File: src/logic/set_point_pkg.sv
package set_point_pkg;

    ////////////////////////////////////////////////////////////////////////
    // Timing
    localparam int CLK_PERIOD_NS   = 25;
    localparam int SW_LONG_NS      = 250;
    localparam int SW_LONG_CYC_I   =
        (SW_LONG_NS + CLK_PERIOD_NS - 1) / CLK_PERIOD_NS;
    localparam logic [7:0] SW_LONG_CYC = 8'(SW_LONG_CYC_I);
    localparam int LEVEL_OUT_MAX_NS = 20;
    localparam int LEVEL_OUT_CYC    =
        (LEVEL_OUT_MAX_NS / CLK_PERIOD_NS < 1) ?
            1 : LEVEL_OUT_MAX_NS / CLK_PERIOD_NS;

    ////////////////////////////////////////////////////////////////////////
    // Avalon register map, byte addresses
    localparam logic [4:0] REG_STATUS = 5'h00;
    localparam logic [4:0] REG_SHORT  = 5'h04;
    localparam logic [4:0] REG_MIDDLE = 5'h08;
    localparam logic [4:0] REG_VREF0  = 5'h0C;
    localparam logic [4:0] REG_VREF1  = 5'h10;

    // Status fields
    localparam int ST_OP    = 0;
    localparam int ST_ACC   = 1;
    localparam int ST_BUSY  = 2;
    localparam int ST_LEVEL = 3;
    localparam int ST_PERR  = 4;
    localparam int ST_VREF_CURRENT_GENERATOR_MODE  = 5;
    localparam int ST_CLS   = 8;

    ////////////////////////////////////////////////////////////////////////
    // Mode register addresses and operand bits
    localparam logic [5:0] MA_LEVEL = 6'h02;
    localparam logic [5:0] MA_VREF  = 6'h0C;
    localparam logic [5:0] MA_SETPT = 6'h0D;
    localparam int OPB_OP_SEL = 7;
    localparam int OPB_ACC    = 6;
    localparam int OPB_VREF_CURRENT_GENERATOR_MODE   = 3;
    localparam int OPB_LEVEL  = 7;
    localparam int OPB_RANGE  = 6;

    // Reset values
    localparam logic [7:0] SETPT_RST  = 8'h00;
    localparam logic [6:0] VREF_RST   = 7'h4D;
    localparam logic [7:0] SHORT_RST  = 8'h04;
    localparam logic [7:0] MIDDLE_RST = 8'h08;

    typedef enum logic [1:0] {
        CMD_DESELECT,
        CMD_MRW,
        CMD_OTHER,
        CMD_RSVD
    } cmd_kind_t;

    typedef enum logic [1:0] {
        CLS_SHORT,
        CLS_MIDDLE,
        CLS_LONG
    } switch_class_t;

endpackage : set_point_pkg

File: src/logic/level_capture.sv
`timescale 1ns/1ps
module level_capture
    import set_point_pkg::*;
(
    input  wire logic        clk,
    input  wire logic        rst,
    input  wire logic        ck_level,
    input  wire logic [1:0]  dqs_t_pin,
    input  wire logic        active,
    output logic      [15:0] dq_o,
    output logic      [15:0] dq_oe
);

    logic [1:0] dqs_s1_q;
    logic [1:0] dqs_s2_q;
    logic [1:0] dqs_s3_q;
    logic [1:0] fb_q;
    logic [1:0] valid_q;
    logic [1:0] rise;

    ////////////////////////////////////////////////////////////////////////
    genvar lane;
    generate
        for (lane = 0; lane < 2; lane++) begin : g_lane
            assign rise[lane] = dqs_s2_q[lane] & ~dqs_s3_q[lane];

            // Lanes share nothing but the sampled clock level and the active flag
            always_ff @(posedge clk or posedge rst) begin
                if (rst) begin
                    dqs_s1_q[lane] <= 1'b0;
                    dqs_s2_q[lane] <= 1'b0;
                    dqs_s3_q[lane] <= 1'b0;
                    fb_q[lane]     <= 1'b0;
                    valid_q[lane]  <= 1'b0;
                end else begin
                    dqs_s1_q[lane] <= dqs_t_pin[lane];
                    dqs_s2_q[lane] <= dqs_s1_q[lane];
                    dqs_s3_q[lane] <= dqs_s2_q[lane];
                    if (!active) begin
                        valid_q[lane] <= 1'b0;
                    end else if (rise[lane]) begin
                        fb_q[lane]    <= ck_level;
                        valid_q[lane] <= 1'b1;
                    end
                end
            end

            assign dq_o[lane*8 +: 8]  = {8{fb_q[lane]}};
            assign dq_oe[lane*8 +: 8] = {8{valid_q[lane]}};

            property p_feedback;
                @(posedge clk) disable iff (rst)
                active && rise[lane] |=>
                    dq_o[lane*8 +: 8] == {8{$past(ck_level)}}
                    && dq_oe[lane*8 +: 8] == 8'hFF;
            endproperty
            a_feedback: assert property (p_feedback)
                else $error("feedback not presented after strobe edge");

            property p_undriven;
                @(posedge clk) disable iff (rst)
                !active |=> dq_oe[lane*8 +: 8] == 8'h00;
            endproperty
            a_undriven: assert property (p_undriven)
                else $error("data driven outside leveling");

            property p_independent;
                @(posedge clk) disable iff (rst)
                active && !rise[lane] && $past(active) |=>
                    $stable(fb_q[lane]);
            endproperty
            a_independent: assert property (p_independent)
                else $error("lane feedback changed without own edge");

            c_edge: cover property (@(posedge clk) disable iff (rst)
                active && rise[lane] ##1 dq_oe[lane*8]);
        end
    endgenerate

endmodule : level_capture

File: src/logic/set_point_switch.sv
`timescale 1ns/1ps
// Behaviour
// - Range differs between set points: long switch time, 250 ns.
// - Same range, setting one step apart: short switch time.
// - Same range, setting two or more steps apart: middle time.
// - Device starts on set point 0 with low-frequency defaults.
// - One select write switches set point; host waits switch time.
// - Leveling bit written one enters leveling, zero leaves it.
// - Strobe rise samples clock level onto every bit of its byte.
// - Data pins undefined on leveling entry until feedback exists.
// - Each strobe lane levels independently of the other.
// - Each edge overwrites captured level; shown within output delay.
// - Clock may stop or change rate during leveling.
// - Operating select bit picks which parameter copy is used.
// - Access select bit picks which copy mode writes reach.
module set_point_switch
    import set_point_pkg::*;
(
    input  wire logic        clk,
    input  wire logic        rst,
    input  wire logic [4:0]  avs_address,
    input  wire logic        avs_read,
    input  wire logic        avs_write,
    input  wire logic [31:0] avs_writedata,
    output logic      [31:0] avs_readdata,
    output logic             avs_waitrequest,
    input  wire logic        ck_pin,
    input  wire logic [1:0]  cmd_kind_pin,
    input  wire logic [5:0]  cmd_ma_pin,
    input  wire logic [7:0]  cmd_op_pin,
    input  wire logic [1:0]  dqs_t_pin,
    output logic      [15:0] dq_o,
    output logic      [15:0] dq_oe,
    output logic             op_set_point,
    output logic             switch_busy,
    output logic             leveling_active,
    output logic             protocol_error
);

    ////////////////////////////////////////////////////////////////////////
    // Pin synchronisers
    logic [15:0]   cmd_s1_q;
    logic [15:0]   cmd_s2_q;
    logic          ck_s1_q;
    logic          ck_s2_q;
    logic          ck_s3_q;

    always_ff @(posedge clk or posedge rst) begin
        if (rst) begin
            cmd_s1_q <= 16'h0000;
            cmd_s2_q <= 16'h0000;
            ck_s1_q  <= 1'b0;
            ck_s2_q  <= 1'b0;
            ck_s3_q  <= 1'b0;
        end else begin
            cmd_s1_q <= {cmd_kind_pin, cmd_ma_pin, cmd_op_pin};
            cmd_s2_q <= cmd_s1_q;
            ck_s1_q  <= ck_pin;
            ck_s2_q  <= ck_s1_q;
            ck_s3_q  <= ck_s2_q;
        end
    end

    ////////////////////////////////////////////////////////////////////////
    // Command decode, taken on each sampled clock rise
    logic [7:0]    setpt_q;
    logic [6:0]    vref_q [2];
    logic [7:0]    short_q;
    logic [7:0]    middle_q;
    logic [7:0]    count_q;
    logic          busy_q;
    logic          level_q;
    logic          perr_q;
    switch_class_t cls_q;

    wire           ck_rise  = ck_s2_q & ~ck_s3_q;
    wire cmd_kind_t kind    = cmd_kind_t'(cmd_s2_q[15:14]);
    wire [5:0]     ma       = cmd_s2_q[13:8];
    wire [7:0]     op       = cmd_s2_q[7:0];
    wire           is_mrw   = ck_rise && kind == CMD_MRW;
    wire           mrw_lvl  = is_mrw && ma == MA_LEVEL;
    wire           mrw_vref = is_mrw && ma == MA_VREF;
    wire           mrw_setp = is_mrw && ma == MA_SETPT;
    wire           cur_sel  = setpt_q[OPB_OP_SEL];
    wire           acc_sel  = setpt_q[OPB_ACC];
    wire           new_sel  = op[OPB_OP_SEL];
    wire           sw_start = mrw_setp && new_sel != cur_sel;

    // Switch time class from both vref copies, either direction
    wire [6:0]     vref_old = vref_q[cur_sel];
    wire [6:0]     vref_new = vref_q[new_sel];
    wire           rng_diff = vref_old[OPB_RANGE] ^ vref_new[OPB_RANGE];
    wire [6:0]     step     = {1'b0, vref_old[5:0]} - {1'b0, vref_new[5:0]};
    wire           step_one = step == 7'h01 || step == 7'h7F;
    wire           step_0   = step == 7'h00;
    wire switch_class_t cls =
        rng_diff           ? CLS_LONG   :
        (step_one | step_0) ? CLS_SHORT :
                             CLS_MIDDLE;
    wire [7:0]     cls_cyc  =
        cls == CLS_LONG  ? SW_LONG_CYC :
        cls == CLS_SHORT ? short_q : middle_q;

    // Only a deselect or a write to the leveling register, of either value, is legal in leveling
    wire           perr_set = level_q && ck_rise &&
                              (kind == CMD_OTHER || kind == CMD_RSVD ||
                               (kind == CMD_MRW && ma != MA_LEVEL));

    ////////////////////////////////////////////////////////////////////////
    // Avalon slave: one wait state on every access
    logic          wait_q;
    logic [31:0]   rdata_q;

    wire           req      = avs_read | avs_write;
    wire           sw_wr    = avs_write && !wait_q;
    wire           wr_stat  = sw_wr && avs_address == REG_STATUS;
    wire           wr_short = sw_wr && avs_address == REG_SHORT;
    wire           wr_mid   = sw_wr && avs_address == REG_MIDDLE;
    wire           perr_clr = wr_stat && avs_writedata[ST_PERR];
    // A zero wait would defeat the switch guard, so clamp to one cycle
    wire [7:0]     wr_cyc   = avs_writedata[7:0] == 8'h00 ? 8'h01
                                                          : avs_writedata[7:0];
    wire [31:0]    status   = {22'h000000, cls_q, 2'h0,
                               setpt_q[OPB_VREF_CURRENT_GENERATOR_MODE], perr_q, level_q,
                               busy_q, acc_sel, cur_sel};
    wire [31:0]    rd_mux   =
        avs_address == REG_STATUS ? status                  :
        avs_address == REG_SHORT  ? {24'h000000, short_q}   :
        avs_address == REG_MIDDLE ? {24'h000000, middle_q}  :
        avs_address == REG_VREF0  ? {25'h0000000, vref_q[0]} :
        avs_address == REG_VREF1  ? {25'h0000000, vref_q[1]} :
                                    32'h00000000;

    always_ff @(posedge clk or posedge rst) begin
        if (rst) begin
            wait_q  <= 1'b1;
            rdata_q <= 32'h00000000;
        end else begin
            wait_q <= !(req && wait_q);
            if (avs_read && wait_q) begin
                rdata_q <= rd_mux;
            end
        end
    end

    assign avs_waitrequest = wait_q;
    assign avs_readdata    = rdata_q;

    always_ff @(posedge clk or posedge rst) begin
        if (rst) begin
            short_q  <= SHORT_RST;
            middle_q <= MIDDLE_RST;
        end else begin
            if (wr_short) begin
                short_q <= wr_cyc;
            end
            if (wr_mid) begin
                middle_q <= wr_cyc;
            end
        end
    end

    ////////////////////////////////////////////////////////////////////////
    // Mode registers and set point switch
    always_ff @(posedge clk or posedge rst) begin
        if (rst) begin
            setpt_q   <= SETPT_RST;
            vref_q[0] <= VREF_RST;
            vref_q[1] <= VREF_RST;
        end else begin
            if (mrw_setp) begin
                setpt_q <= op;
            end
            if (mrw_vref) begin
                vref_q[acc_sel] <= op[6:0];
            end
        end
    end

    always_ff @(posedge clk or posedge rst) begin
        if (rst) begin
            count_q <= 8'h00;
            cls_q   <= CLS_SHORT;
            busy_q  <= 1'b0;
        end else if (sw_start) begin
            count_q <= cls_cyc;
            cls_q   <= cls;
            busy_q  <= 1'b1;
        end else if (count_q != 8'h00) begin
            count_q <= count_q - 8'h01;
            busy_q  <= count_q != 8'h01;
        end
    end

    assign op_set_point = setpt_q[OPB_OP_SEL];
    assign switch_busy  = busy_q;

    ////////////////////////////////////////////////////////////////////////
    // Write leveling
    always_ff @(posedge clk or posedge rst) begin
        if (rst) begin
            level_q <= 1'b0;
            perr_q  <= 1'b0;
        end else begin
            if (mrw_lvl) begin
                level_q <= op[OPB_LEVEL];
            end
            // Set wins over a clear in the same cycle
            perr_q <= perr_set | (perr_q & ~perr_clr);
        end
    end

    assign leveling_active = level_q;
    assign protocol_error  = perr_q;

    level_capture u_capture (
        .clk       (clk),
        .rst       (rst),
        .ck_level  (ck_s2_q),
        .dqs_t_pin (dqs_t_pin),
        .active    (level_q),
        .dq_o      (dq_o),
        .dq_oe     (dq_oe)
    );

    ////////////////////////////////////////////////////////////////////////
    // Checks
    logic          seen_setp_q;

    always_ff @(posedge clk or posedge rst) begin
        if (rst) begin
            seen_setp_q <= 1'b0;
        end else if (mrw_setp) begin
            seen_setp_q <= 1'b1;
        end
    end

    property p_reset_point;
        @(posedge clk) disable iff (rst)
        !seen_setp_q |-> !op_set_point && vref_q[1] == VREF_RST;
    endproperty
    a_reset_point: assert property (p_reset_point)
        else $error("device left set point 0 without a select write");

    property p_long;
        @(posedge clk) disable iff (rst)
        sw_start && (vref_q[0][6] != vref_q[1][6]) |->
            ##10 switch_busy ##1 !switch_busy;
    endproperty
    a_long: assert property (p_long)
        else $error("long switch time not applied");

    property p_short;
        @(posedge clk) disable iff (rst)
        sw_start && vref_q[0][6] == vref_q[1][6] &&
            ({1'b0, vref_q[0][5:0]} - {1'b0, vref_q[1][5:0]} == 7'h01 ||
             {1'b0, vref_q[1][5:0]} - {1'b0, vref_q[0][5:0]} == 7'h01)
        |=> cls_q == CLS_SHORT && count_q == short_q;
    endproperty
    a_short: assert property (p_short)
        else $error("single step did not select short switch time");

    property p_middle;
        @(posedge clk) disable iff (rst)
        sw_start && vref_q[0][6] == vref_q[1][6] &&
            {1'b0, vref_q[0][5:0]} - {1'b0, vref_q[1][5:0]} != 7'h01 &&
            {1'b0, vref_q[1][5:0]} - {1'b0, vref_q[0][5:0]} != 7'h01 &&
            vref_q[0][5:0] != vref_q[1][5:0]
        |=> cls_q == CLS_MIDDLE && count_q == middle_q;
    endproperty
    a_middle: assert property (p_middle)
        else $error("multi step did not select middle switch time");

    property p_switch;
        @(posedge clk) disable iff (rst)
        mrw_setp |=> op_set_point == $past(op[OPB_OP_SEL])
                     ##1 $stable(op_set_point) || $past(mrw_setp);
    endproperty
    a_switch: assert property (p_switch)
        else $error("select write did not switch set point");

    property p_access;
        @(posedge clk) disable iff (rst)
        mrw_vref |=> $past(acc_sel)
            ? vref_q[1] == $past(op[6:0]) && $stable(vref_q[0])
            : vref_q[0] == $past(op[6:0]) && $stable(vref_q[1]);
    endproperty
    a_access: assert property (p_access)
        else $error("mode write reached the wrong copy");

    property p_level;
        @(posedge clk) disable iff (rst)
        mrw_lvl |=> leveling_active == $past(op[OPB_LEVEL]);
    endproperty
    a_level: assert property (p_level)
        else $error("leveling bit did not set leveling state");

    property p_perr;
        @(posedge clk) disable iff (rst)
        leveling_active && ck_rise && kind == CMD_OTHER |=>
            protocol_error [*2];
    endproperty
    a_perr: assert property (p_perr)
        else $error("illegal command in leveling not flagged");

    c_long: cover property (@(posedge clk) disable iff (rst)
        sw_start && cls == CLS_LONG);
    c_short: cover property (@(posedge clk) disable iff (rst)
        sw_start && cls == CLS_SHORT);
    c_exit: cover property (@(posedge clk) disable iff (rst)
        leveling_active ##1 !leveling_active);

endmodule : set_point_switch

File: config.mk
export PLATFORM = sky130hd
export DESIGN_NAME = set_point_switch
export DESIGN_NICKNAME = d
export VERILOG_FILES = /design/src/logic/set_point_pkg.sv /design/src/logic/level_capture.sv /design/src/logic/set_point_switch.sv
export SDC_FILE = /design/constraint.sdc
export NUM_CORES = 1
export LEC_CHECK = 0
export BUFFER_PORTS_ARGS = -buffer_cell sky130_fd_sc_hd__buf_2
export CAP_MARGIN = 10
export CORE_MARGIN = 4
export CORE_UTILIZATION = 53
export CTS_CLUSTER_SIZE = 28
export DETAILED_ROUTE_END_ITERATION = 16
export GPL_TIMING_DRIVEN = 0
export HOLD_SLACK_MARGIN = 0.02
export PLACE_DENSITY_LB_ADDON = 0.3
export SLEW_MARGIN = 10
export SYNTH_ARGS = -nofsm -noshare
export SYNTH_HDL_FRONTEND = slang
export SYNTH_HIERARCHICAL = 1
export SYNTH_SLANG_ARGS = --single-unit
File: constraint.sdc
create_clock -name clk -period 3.8 [get_ports clk]
set_input_delay 0.19 -clock clk [delete_from_list [all_inputs] [get_ports clk]]
set_output_delay 0.19 -clock clk [all_outputs]
set_load 0.05 [all_outputs]
==> results of run 1 <==
-- metal layers --
layer	routed length (µm)	global-route usage, %	up-vias
met5	0	0	-
met4	88	5.68	0
met3	420	3.72	7
met2	5150	32.8	69
met1	4250	26.1	1600
li1	-	-	1645
-- final cells by class --
cell class / instances / area share [%]
multi-input combinational: 257 / 31.1
inverter: 9 / 0.618
tap: 108 / 2.30
clock inverter: 7 / 1.66
clock buffer: 9 / 2.11
sequential: 102 / 43.7
buffer: 61 / 7.27
timing repair buffer: 105 / 11.2
-- cells in the final DEF, fill, tap and decap left out, types with 4 or more instances in the layout --
master         count
dlygate4sd3_1     22
nor3_1             6
o21ai_1            5
buf_2             84
o21a_1             4
a222oi_1           6
o21ai_0           15
xnor2_1            4
clkbuf_8           9
ha_1               8
inv_1              7
nor4_1             4
buf_4             50
xor2_1             6
nand3_1            8
nor2_1            22
mux2i_1           15
a21oi_1           17
dfrtp_1           91
nand2_1           26
mux2_2            38
clkbuf_1           8
nor2b_1            6
dfstp_2           11
conb_1            22
-- cell families after synthesis --
family | count (synthesis) | synth area share, %
buffers and inverters | 70 | 9.66
DFF | 102 | 53.8
muxes | 56 | 12.8
adders and majority gates | 9 | 2.52
AOI/OAI and AO/OA | 65 | 9.05
xor gates and xnor gates | 10 | 1.84
other | 1 | 0.0786
and+or+nand+nor | 95 | 10.2
-- final timing paths --
path | slack (ns) | from | endpoint
worst max-delay path | 0.52 | setpt_q[7] | count_q[1]
worst min-delay path | 0.09 | avs_writedata[1] | short_q[1]
worst max register to register | 0.52 | setpt_q[7] | count_q[1]
worst min register to register | 0.35 | u_capture/dqs_s1_q[0] | u_capture/dqs_s2_q[0]
max in group asynchronous | 2.73 | rst | vref_q[13]
min in group asynchronous | 0.37 | rst | u_capture/dq_o[0]
-- sequential cells by signal (all words and copies together) (netlist names), 3 cells and up --
name and count:
cmd_s1_q 16, cmd_s2_q 16, vref_q 14, avs_readdata 10, count_q 8, middle_q 8
short_q 8, setpt_q 3
-- synth_stat cells (3+ instances only) --
cell      instances
dfrtp_1          91
buf_4            50
mux2_2           38
nand2_1          26
nor2_1           22
a21oi_1          17
mux2i_1          15
o21ai_0          15
dfstp_2          11
clkbuf_1          8
ha_1              8
inv_1             8
nand3_1           8
a222oi_1          6
nor2b_1           6
nor3_1            6
xor2_1            6
o21ai_1           5
nor4_1            4
o21a_1            4
xnor2_1           4
and3_1            3
mux2_1            3
nand3b_1          3
nand4_1           3
o31ai_1           3
-- per-stage QoR --
stage	setup slack (ns)	total power, mW	hold WS [ns]
2_1_floorplan	0.555	1.75	0.0302
3_5_place_dp	0.641	1.88	0.225
6_report	0.523	2.62	0.0880
3_3_place_gp	0.379	1.86	0.182
5_1_grt	0.387	2.76	0.0791
4_1_cts	0.592	2.64	0.0717
-- power breakdown --
group	internal, mW	switching [mW]	total (mW)
Combinational	0.250	0.358	0.609
Clock	0.327	0.405	0.733
Sequential	1.19	0.0818	1.27
-- timing repair --
action / CTS / global route
endpoints found under the hold margin: 62 / 0
endpoints found under the setup margin: 0 / 0
hold buffers: 22 / 0
buffers inserted: 0 / 0
==> flow_summary.yaml, run 1 <==
run_status:
  outcome: "finished, final reports clean"
final_layout:
  multi_input_area_um2: 1830
  finalNonFillerCells: 658
  area.growth.synth_to_final_pct: 23.1
  fin_nets: 614
  utilization_pct: 67.3
  regArea_um2: 2570
  finish.instance_area_um2: 5870
  final_layout_size_suffix_gt1_share_pct: 38.2
  num_antenna_cells: 0
  nFillCells: 655
placed_design:
  portBuffers: 82
  hpwl_um: 7450
  dpl_cell_area_um2: 5420
  place_congestion: 0.830
  post-place-cells: 620
pwr:
  pwr_density_cell_nw_per_um2: 446
  worst_ir_drop_vdd_v: 0.000278
  leakagePower_nw: 2.97
clock_tree:
  clockRootBuffer: "clkbuf_8"
  path_clk_slew_ns: 0.10
  cts_max_path_buffers: 2
  cts_buffers: 9
  insertion_delay_ns: 0.37
  cts_tree: "done"
  h-tree-depth: 3
  clock_sinks: 102
  cts_resized: 0
critical_path:
  path_class: "reg -> reg"
  cpPeakStageDelay_ns: 0.50
  end_kind: "flip-flop"
  critical-path-slowest-cell: "nor4_1"
  crit_path_start_kind: "flip-flop"
  path_cells: "buf_2, mux2_2, fa_1, a211oi_1, nor2_1, mux2i_1, nor4_1, mux2_1, nor3_1, o31ai_1"
  cp_max_fo: 9
  crit_family: "multiplexers"
  critical_path_required_ns: 4.02
  cp.depth: 10
  worstPathArrival_ns: 3.50
  cp_num_buf_inv: 1
  ff2ff_path_depth: 10
synthesis:
  yosys_warnings: 6
  synth_cell_types: 54
  ys.flop_type: "dfrtp_1"
  syn_avg_cell_area_um2: 11.7
  syn-instance-count: 408
  async_flop_share_pct: 100
  synth-seq-cells: 102
  yosysTopAreaCell: "dfrtp_1"
  synth_area_um2: 4770
  synth.area.top_cells: "dfrtp_1, mux2_2, buf_4"
  ys_seq_area_share_pct: 53.8
  synth.top_cell.area_share_pct: 47.8
  synth-edff-count: 0
sta:
  finClkSkew_ns: 0.0110
  setup_violations: 0
  rsz0062_at_grt: "false"
  finalSetupTns_ns: 0
  tightest_slew_ns: 0.667
  maxSlewHeadroom_pct: 55.3
  finalMaxSlewViolations: 0
  finalCritPeriodShare_pct: 86.2
  hold_violations: 0
  min_period_ns: 3.28
  max_freq_ghz: 0.305
detailed_routing:
  drt-initial-drc-count: 128
  wire_per_inst_um: 15.1
  viasPerCell: 5.05
  ant_nets: 0
  routed_wl_um: 9910
  drtPass1Iterations: 4
  drc: 0
  vias: 3321
min_path:
  hold_class: "in -> reg"
  min_path_cells: 2
floorplanning:
  die_h_um: 103
  die_area_um2: 10600
  top_level_ports: 129
  rows: 34
  core_area_um2: 8720
  dieWidth_um: 103
  start_util_pct: 54.7
global_route:
  grt_pass1_wl_um: 16000
  antenna_found_initial: 0
  grtUsageTotal_pct: 19.6
  grt_overflow_total: 0
  grt_pass1_vias: 3301
  grt_max_degree: 58
job:
  max_cap_violations: 0
Power figures use the tool's default switching activity.
==> run 2, diff against run 1 <==
==> constraint.sdc (replaced) <==
create_clock -name clk -period 3.2 [get_ports clk]
set_input_delay 0.16 -clock clk [delete_from_list [all_inputs] [get_ports clk]]
set_output_delay 0.16 -clock clk [all_outputs]
set_load 0.05 [all_outputs]
==> flow_summary.yaml, run 2 (synthesis gave the netlist of run 1 again) <==
clock_tree:
  clockRootBuffer: "clkbuf_8"
  path_clk_slew_ns: 0.11
  insertion_delay_ns: 0.38
  cts_buffers: 9
  cts_max_path_buffers: 2
  clock_sinks: 102
  h-tree-depth: 3
  cts_tree: "done"
floorplanning:
  dieWidth_um: 103
  rows: 34
  die_h_um: 103
  die_area_um2: 10600
  core_area_um2: 8720
  top_level_ports: 129
  start_util_pct: 54.7
critical_path:
  path_class: "reg -> reg"
  r2r_end: "count_q[4]"
  critical_path_required_ns: 3.45
  end_kind: "flip-flop"
  worstPathArrival_ns: 3.34
  cp_max_fo: 8
  r2r-start: "setpt_q[7]"
  reg2reg_slack_ns: 0.12
  ff2ff_path_depth: 12
  crit_path_start_kind: "flip-flop"
pwr:
  leakagePower_nw: 3.02
  pwr_density_cell_nw_per_um2: 518
  power.total_mw: 3.09
  worst_ir_drop_vdd_v: 0.000449
detailed_routing:
  ant_nets: 0
  drt-initial-drc-count: 148
  routed_wl_um: 10300
  vias: 3453
  drtPass1Iterations: 6
  drc: 0
  wire_per_inst_um: 15.4
  viasPerCell: 5.16
final_layout:
  multi_input_area_um2: 1840
  finalNonFillerCells: 669
  final_layout_size_suffix_gt1_share_pct: 40.3
  nFillCells: 686
  top_regs: "cmd_s1_q x16, cmd_s2_q x16, vref_q x14"
  area.growth.synth_to_final_pct: 25.2
  num_antenna_cells: 0
  layout_common_cells: "dfrtp_1, buf_2, buf_4, mux2_2, nand2_1"
  fin_nets: 625
  utilization_pct: 68.5
  regArea_um2: 2570
  layout_commonest_cell: "dfrtp_1"
global_route:
  grtUsageTotal_pct: 19.7
  antenna_found_initial: 0
  grt_overflow_total: 0
  grt_max_degree: 58
  grt_pass1_wl_um: 16100
  grt_pass1_vias: 3381
sta:
  tightest_slew_ns: 1.28
  finalMaxSlewViolations: 0
  setup_violations: 0
  finalCritPeriodShare_pct: 96.4
  min_period_ns: 3.08
  max_freq_ghz: 0.324
  hold_ws_ns: 0.0458
  maxSlewHeadroom_pct: 14.3
  rsz0062_at_grt: "true"
  setup_ws_ns: 0.115
  hold_violations: 0
  finClkSkew_ns: 0.0105
placed_design:
  post-place-cells: 620
  dp_slack_ns: 0.0599
  place_congestion: 0.844
  hpwl_um: 7520
  portBuffers: 82
job:
  max_cap_violations: 0
min_path:
  hold_class: "in -> reg"
  hp-start: "avs_writedata[1]"
  holdPathEnd: "middle_q[1]"
  min_path_cells: 2
run_status:
  outcome: "finished, final reports clean"
==> run 2: cell count changes in the layout (fill, tap and decap cells not counted), moves of 2 or more <==
cell,before,now
clkinv_8,1,3
buf_4,50,62
buf_2,84,82
inv_8,3,0
==> run 2: critical path, stage by stage, from the launching register on <==
cell and delay (ns):
dfrtp_2 0.49, mux2i_1 0.22, ha_2 0.20, inv_1 0.06, fa_2 0.41, a211oi_2 0.25, nor2_2 0.08, mux2i_1 0.14
or4_1 0.54, o21a_1 0.19, buf_6 0.15, mux2i_1 0.17, o21ai_1 0.08
==> run 2: routing by layer <==
layer | wire length (µm) | global-route usage, %
met1 | 4230 | 25.4
met2 | 5330 | 33.3
met3 | 547 | 4.06
met4 | 180 | 6.97
met5 | 0 | 0
==> run 2: cell type report <==
cell class	instances	area share, %
Tap cell	108	2.26
Clock buffer	9	2.08
Sequential cell	102	43.0
Buffer	60	7.17
Multi-Input combinational cell	257	30.8
Timing Repair Buffer	117	12.5
Clock inverter	7	1.53
Inverter	9	0.608
==> run 2: worst max path at each step <==
stage	slack, ns	start	endpoint
after global routing	-0.02	setpt_q[7]	count_q[6]
after detailed placement	0.06	setpt_q[7]	count_q[1]
final	0.12	setpt_q[7]	count_q[4]
after CTS	0.02	setpt_q[7]	count_q[1]
after global placement	-0.49	rst	setpt_q[7]
after floorplan	0.1	setpt_q[7]	count_q[0]
==> run 2: stage by stage <==
step / TNS (ns) / area, µm²
after floorplan: 0 / 4850
after global placement: -17.73 / 5390
after detailed placement: 0 / 5420
after CTS: 0 / 5860
after global routing: -0.0596 / 5970
final: 0 / 5970
==> run 2: repair_timing <==
| action | in CTS | in global routing |
|---|---|---|
| setup endpoints to repair | 0 | 9 |
| hold endpoints to repair | 62 | 0 |
| hold buffers | 22 | 0 |
| gates resized for setup | 0 | 8 |
| setup buffers | 0 | 12 |
==> run 2: where the power goes <==
group	internal, mW	switching (mW)	total, mW
clock network	0.318	0.515	0.833
logic	0.309	0.433	0.742
registers	1.42	0.102	1.52
total	2.04	1.05	3.09
==> run 3, diff against run 2 <==
--- a/config.mk
+++ b/config.mk
@@ -13,7 +13,7 @@
 export DETAILED_ROUTE_END_ITERATION = 16
 export GPL_TIMING_DRIVEN = 0
 export HOLD_SLACK_MARGIN = 0.02
-export PLACE_DENSITY_LB_ADDON = 0.3
+export PLACE_DENSITY = 0.9
 export SLEW_MARGIN = 10
 export SYNTH_ARGS = -nofsm -noshare
 export SYNTH_HDL_FRONTEND = slang
==> flow_summary.yaml, run 3 (synthesis gave the netlist of run 1 again) <==
final_layout:
  fin_nets: 626
  layout_commonest_cell: "dfrtp_1"
  finalNonFillerCells: 670
  regArea_um2: 2570
  num_antenna_cells: 0
  final_layout_size_suffix_gt1_share_pct: 40.7
  utilization_pct: 68.9
  nFillCells: 599
  finish.instance_area_um2: 6010
  top_regs: "cmd_s1_q x16, cmd_s2_q x16, vref_q x14"
  multi_input_area_um2: 1870
  layout_common_cells: "dfrtp_1, buf_2, buf_4, mux2_2, nand2_1"
  area.growth.synth_to_final_pct: 26.0
global_route:
  grt_pass1_wl_um: 17500
  grtUsageTotal_pct: 21.6
  antenna_found_initial: 0
  grt_max_degree: 50
  grt_overflow_total: 0
  grt_pass1_vias: 3557
floorplanning:
  rows: 34
  die_area_um2: 10600
  die_h_um: 103
  start_util_pct: 54.7
  top_level_ports: 129
  core_area_um2: 8720
  dieWidth_um: 103
pwr:
  pwr_density_cell_nw_per_um2: 526
  worst_ir_drop_vdd_v: 0.000438
  leakagePower_nw: 3.04
sta:
  finalCritPeriodShare_pct: 97.0
  setup_violations: 0
  setup_ws_ns: 0.0967
  max_freq_ghz: 0.322
  maxSlewHeadroom_pct: 14.2
  rsz0062_at_grt: "true"
  tightest_slew_ns: 1.28
  min_period_ns: 3.10
  finClkSkew_ns: 0.0146
  hold_violations: 0
  finalMaxSlewViolations: 0
  hold_ws_ns: 0.0523
detailed_routing:
  vias: 3600
  viasPerCell: 5.37
  wire_per_inst_um: 17.3
  drc: 0
  routed_wl_um: 11600
  ant_nets: 0
  drt-initial-drc-count: 261
  drtPass1Iterations: 5
min_path:
  hold_class: "in -> reg"
critical_path:
  cpPeakStageDelay_ns: 0.53
  reg2reg_slack_ns: 0.1
  path_class: "reg -> reg"
  path_cells: "buf_4, mux2_2, ha_1, nor2b_1, o22ai_2, xnor2_1, or4_1, o21a_1, buf_6, mux2i_1, o21ai_1"
  critical-path-slowest-cell: "or4_1"
  crit_path_start_kind: "flip-flop"
  end_kind: "flip-flop"
  worstPathArrival_ns: 3.38
  cp_max_fo: 8
  critical_path_required_ns: 3.48
placed_design:
  hpwl_um: 8000
  place_congestion: 0.847
  post-place-cells: 620
  dp_slack_ns: 0.0624
  dpl_cell_area_um2: 5420
  portBuffers: 82
job:
  max_cap_violations: 0
clock_tree:
  insertion_delay_ns: 0.38
  clockRootBuffer: "clkbuf_8"
  cts_tree: "done"
  h-tree-depth: 3
  path_clk_slew_ns: 0.10
  cts_max_path_buffers: 2
  clock_sinks: 102
  cts_buffers: 9
run_status:
  outcome: "finished, final reports clean"
==> run 3: cell types whose count changed in the layout (fill, tap and decap cells not counted), sizes merged <==
| cell | before | now |
|---|---|---|
| bufinv | 0 | 1 |
| clkinv | 5 | 4 |
| buf | 147 | 148 |
==> run 3: critical path, delay by kind of cell (launching register included) <==
kind            cells  cell delay (ns)
simple gates        2             0.76
compound gates      3             0.50
flops               1             0.47
mux                 2             0.47
buf+inv             2             0.31
fa+ha+maj           1             0.27
xor+xnor            1             0.21
==> run 3: where the power goes <==
part           internal [mW]  total [mW]  switching [mW]
logic                  0.308       0.752           0.443
clock network          0.388       0.887           0.499
registers               1.42        1.52           0.106
==> run 3: cell type report <==
| cell class | instances | area share [%] |
|---|---|---|
| clock inverters | 7 | 1.71 |
| inverters | 9 | 0.604 |
| plain buffers | 60 | 7.12 |
| well taps | 108 | 2.25 |
| multi-input cells | 257 | 31.1 |
| flip-flops and latches | 102 | 42.7 |
| repair buffers | 118 | 12.5 |
| clock buffers | 9 | 2.06 |
==> run 3: per-layer routing <==
layer	vias up	part of all wire [%]	global-route usage [%]	routed length, µm
li1	1662	-	-	-
met1	1745	38	26.0	4360
met2	160	54	38.1	6320
met3	33	5.7	4.33	665
met4	0	2.4	8.47	278
met5	-	0	0	0
==> run 3: through the flow <==
stage / power (mW) / TNS [ns]
after floorplan: 2.08 / 0
after global placement: 2.20 / -11.16
after detailed placement: 2.24 / 0
after CTS: 3.15 / 0
after global routing: 3.30 / -0.239
final: 3.16 / 0
==> run 3: worst paths after layout <==
kind,cells past startpoint,end,start
max in group asynchronous,4,middle_q[3],rst
hold reg to reg,0,cmd_s2_q[5],cmd_s1_q[5]
setup reg to reg,11,count_q[5],setpt_q[7]
hold / removal,2,short_q[1],avs_writedata[1]
min in group asynchronous,3,u_capture/dqs_s3_q[0],rst
setup / recovery,11,count_q[5],setpt_q[7]
==> run 3: timing repair <==
item | 4_1_cts | 5_1_grt
buffers inserted | 0 | 13
hold endpoints to repair | 73 | 0
setup endpoints to repair | 0 | 9
resized for setup | 0 | 13
hold buffers | 22 | 0
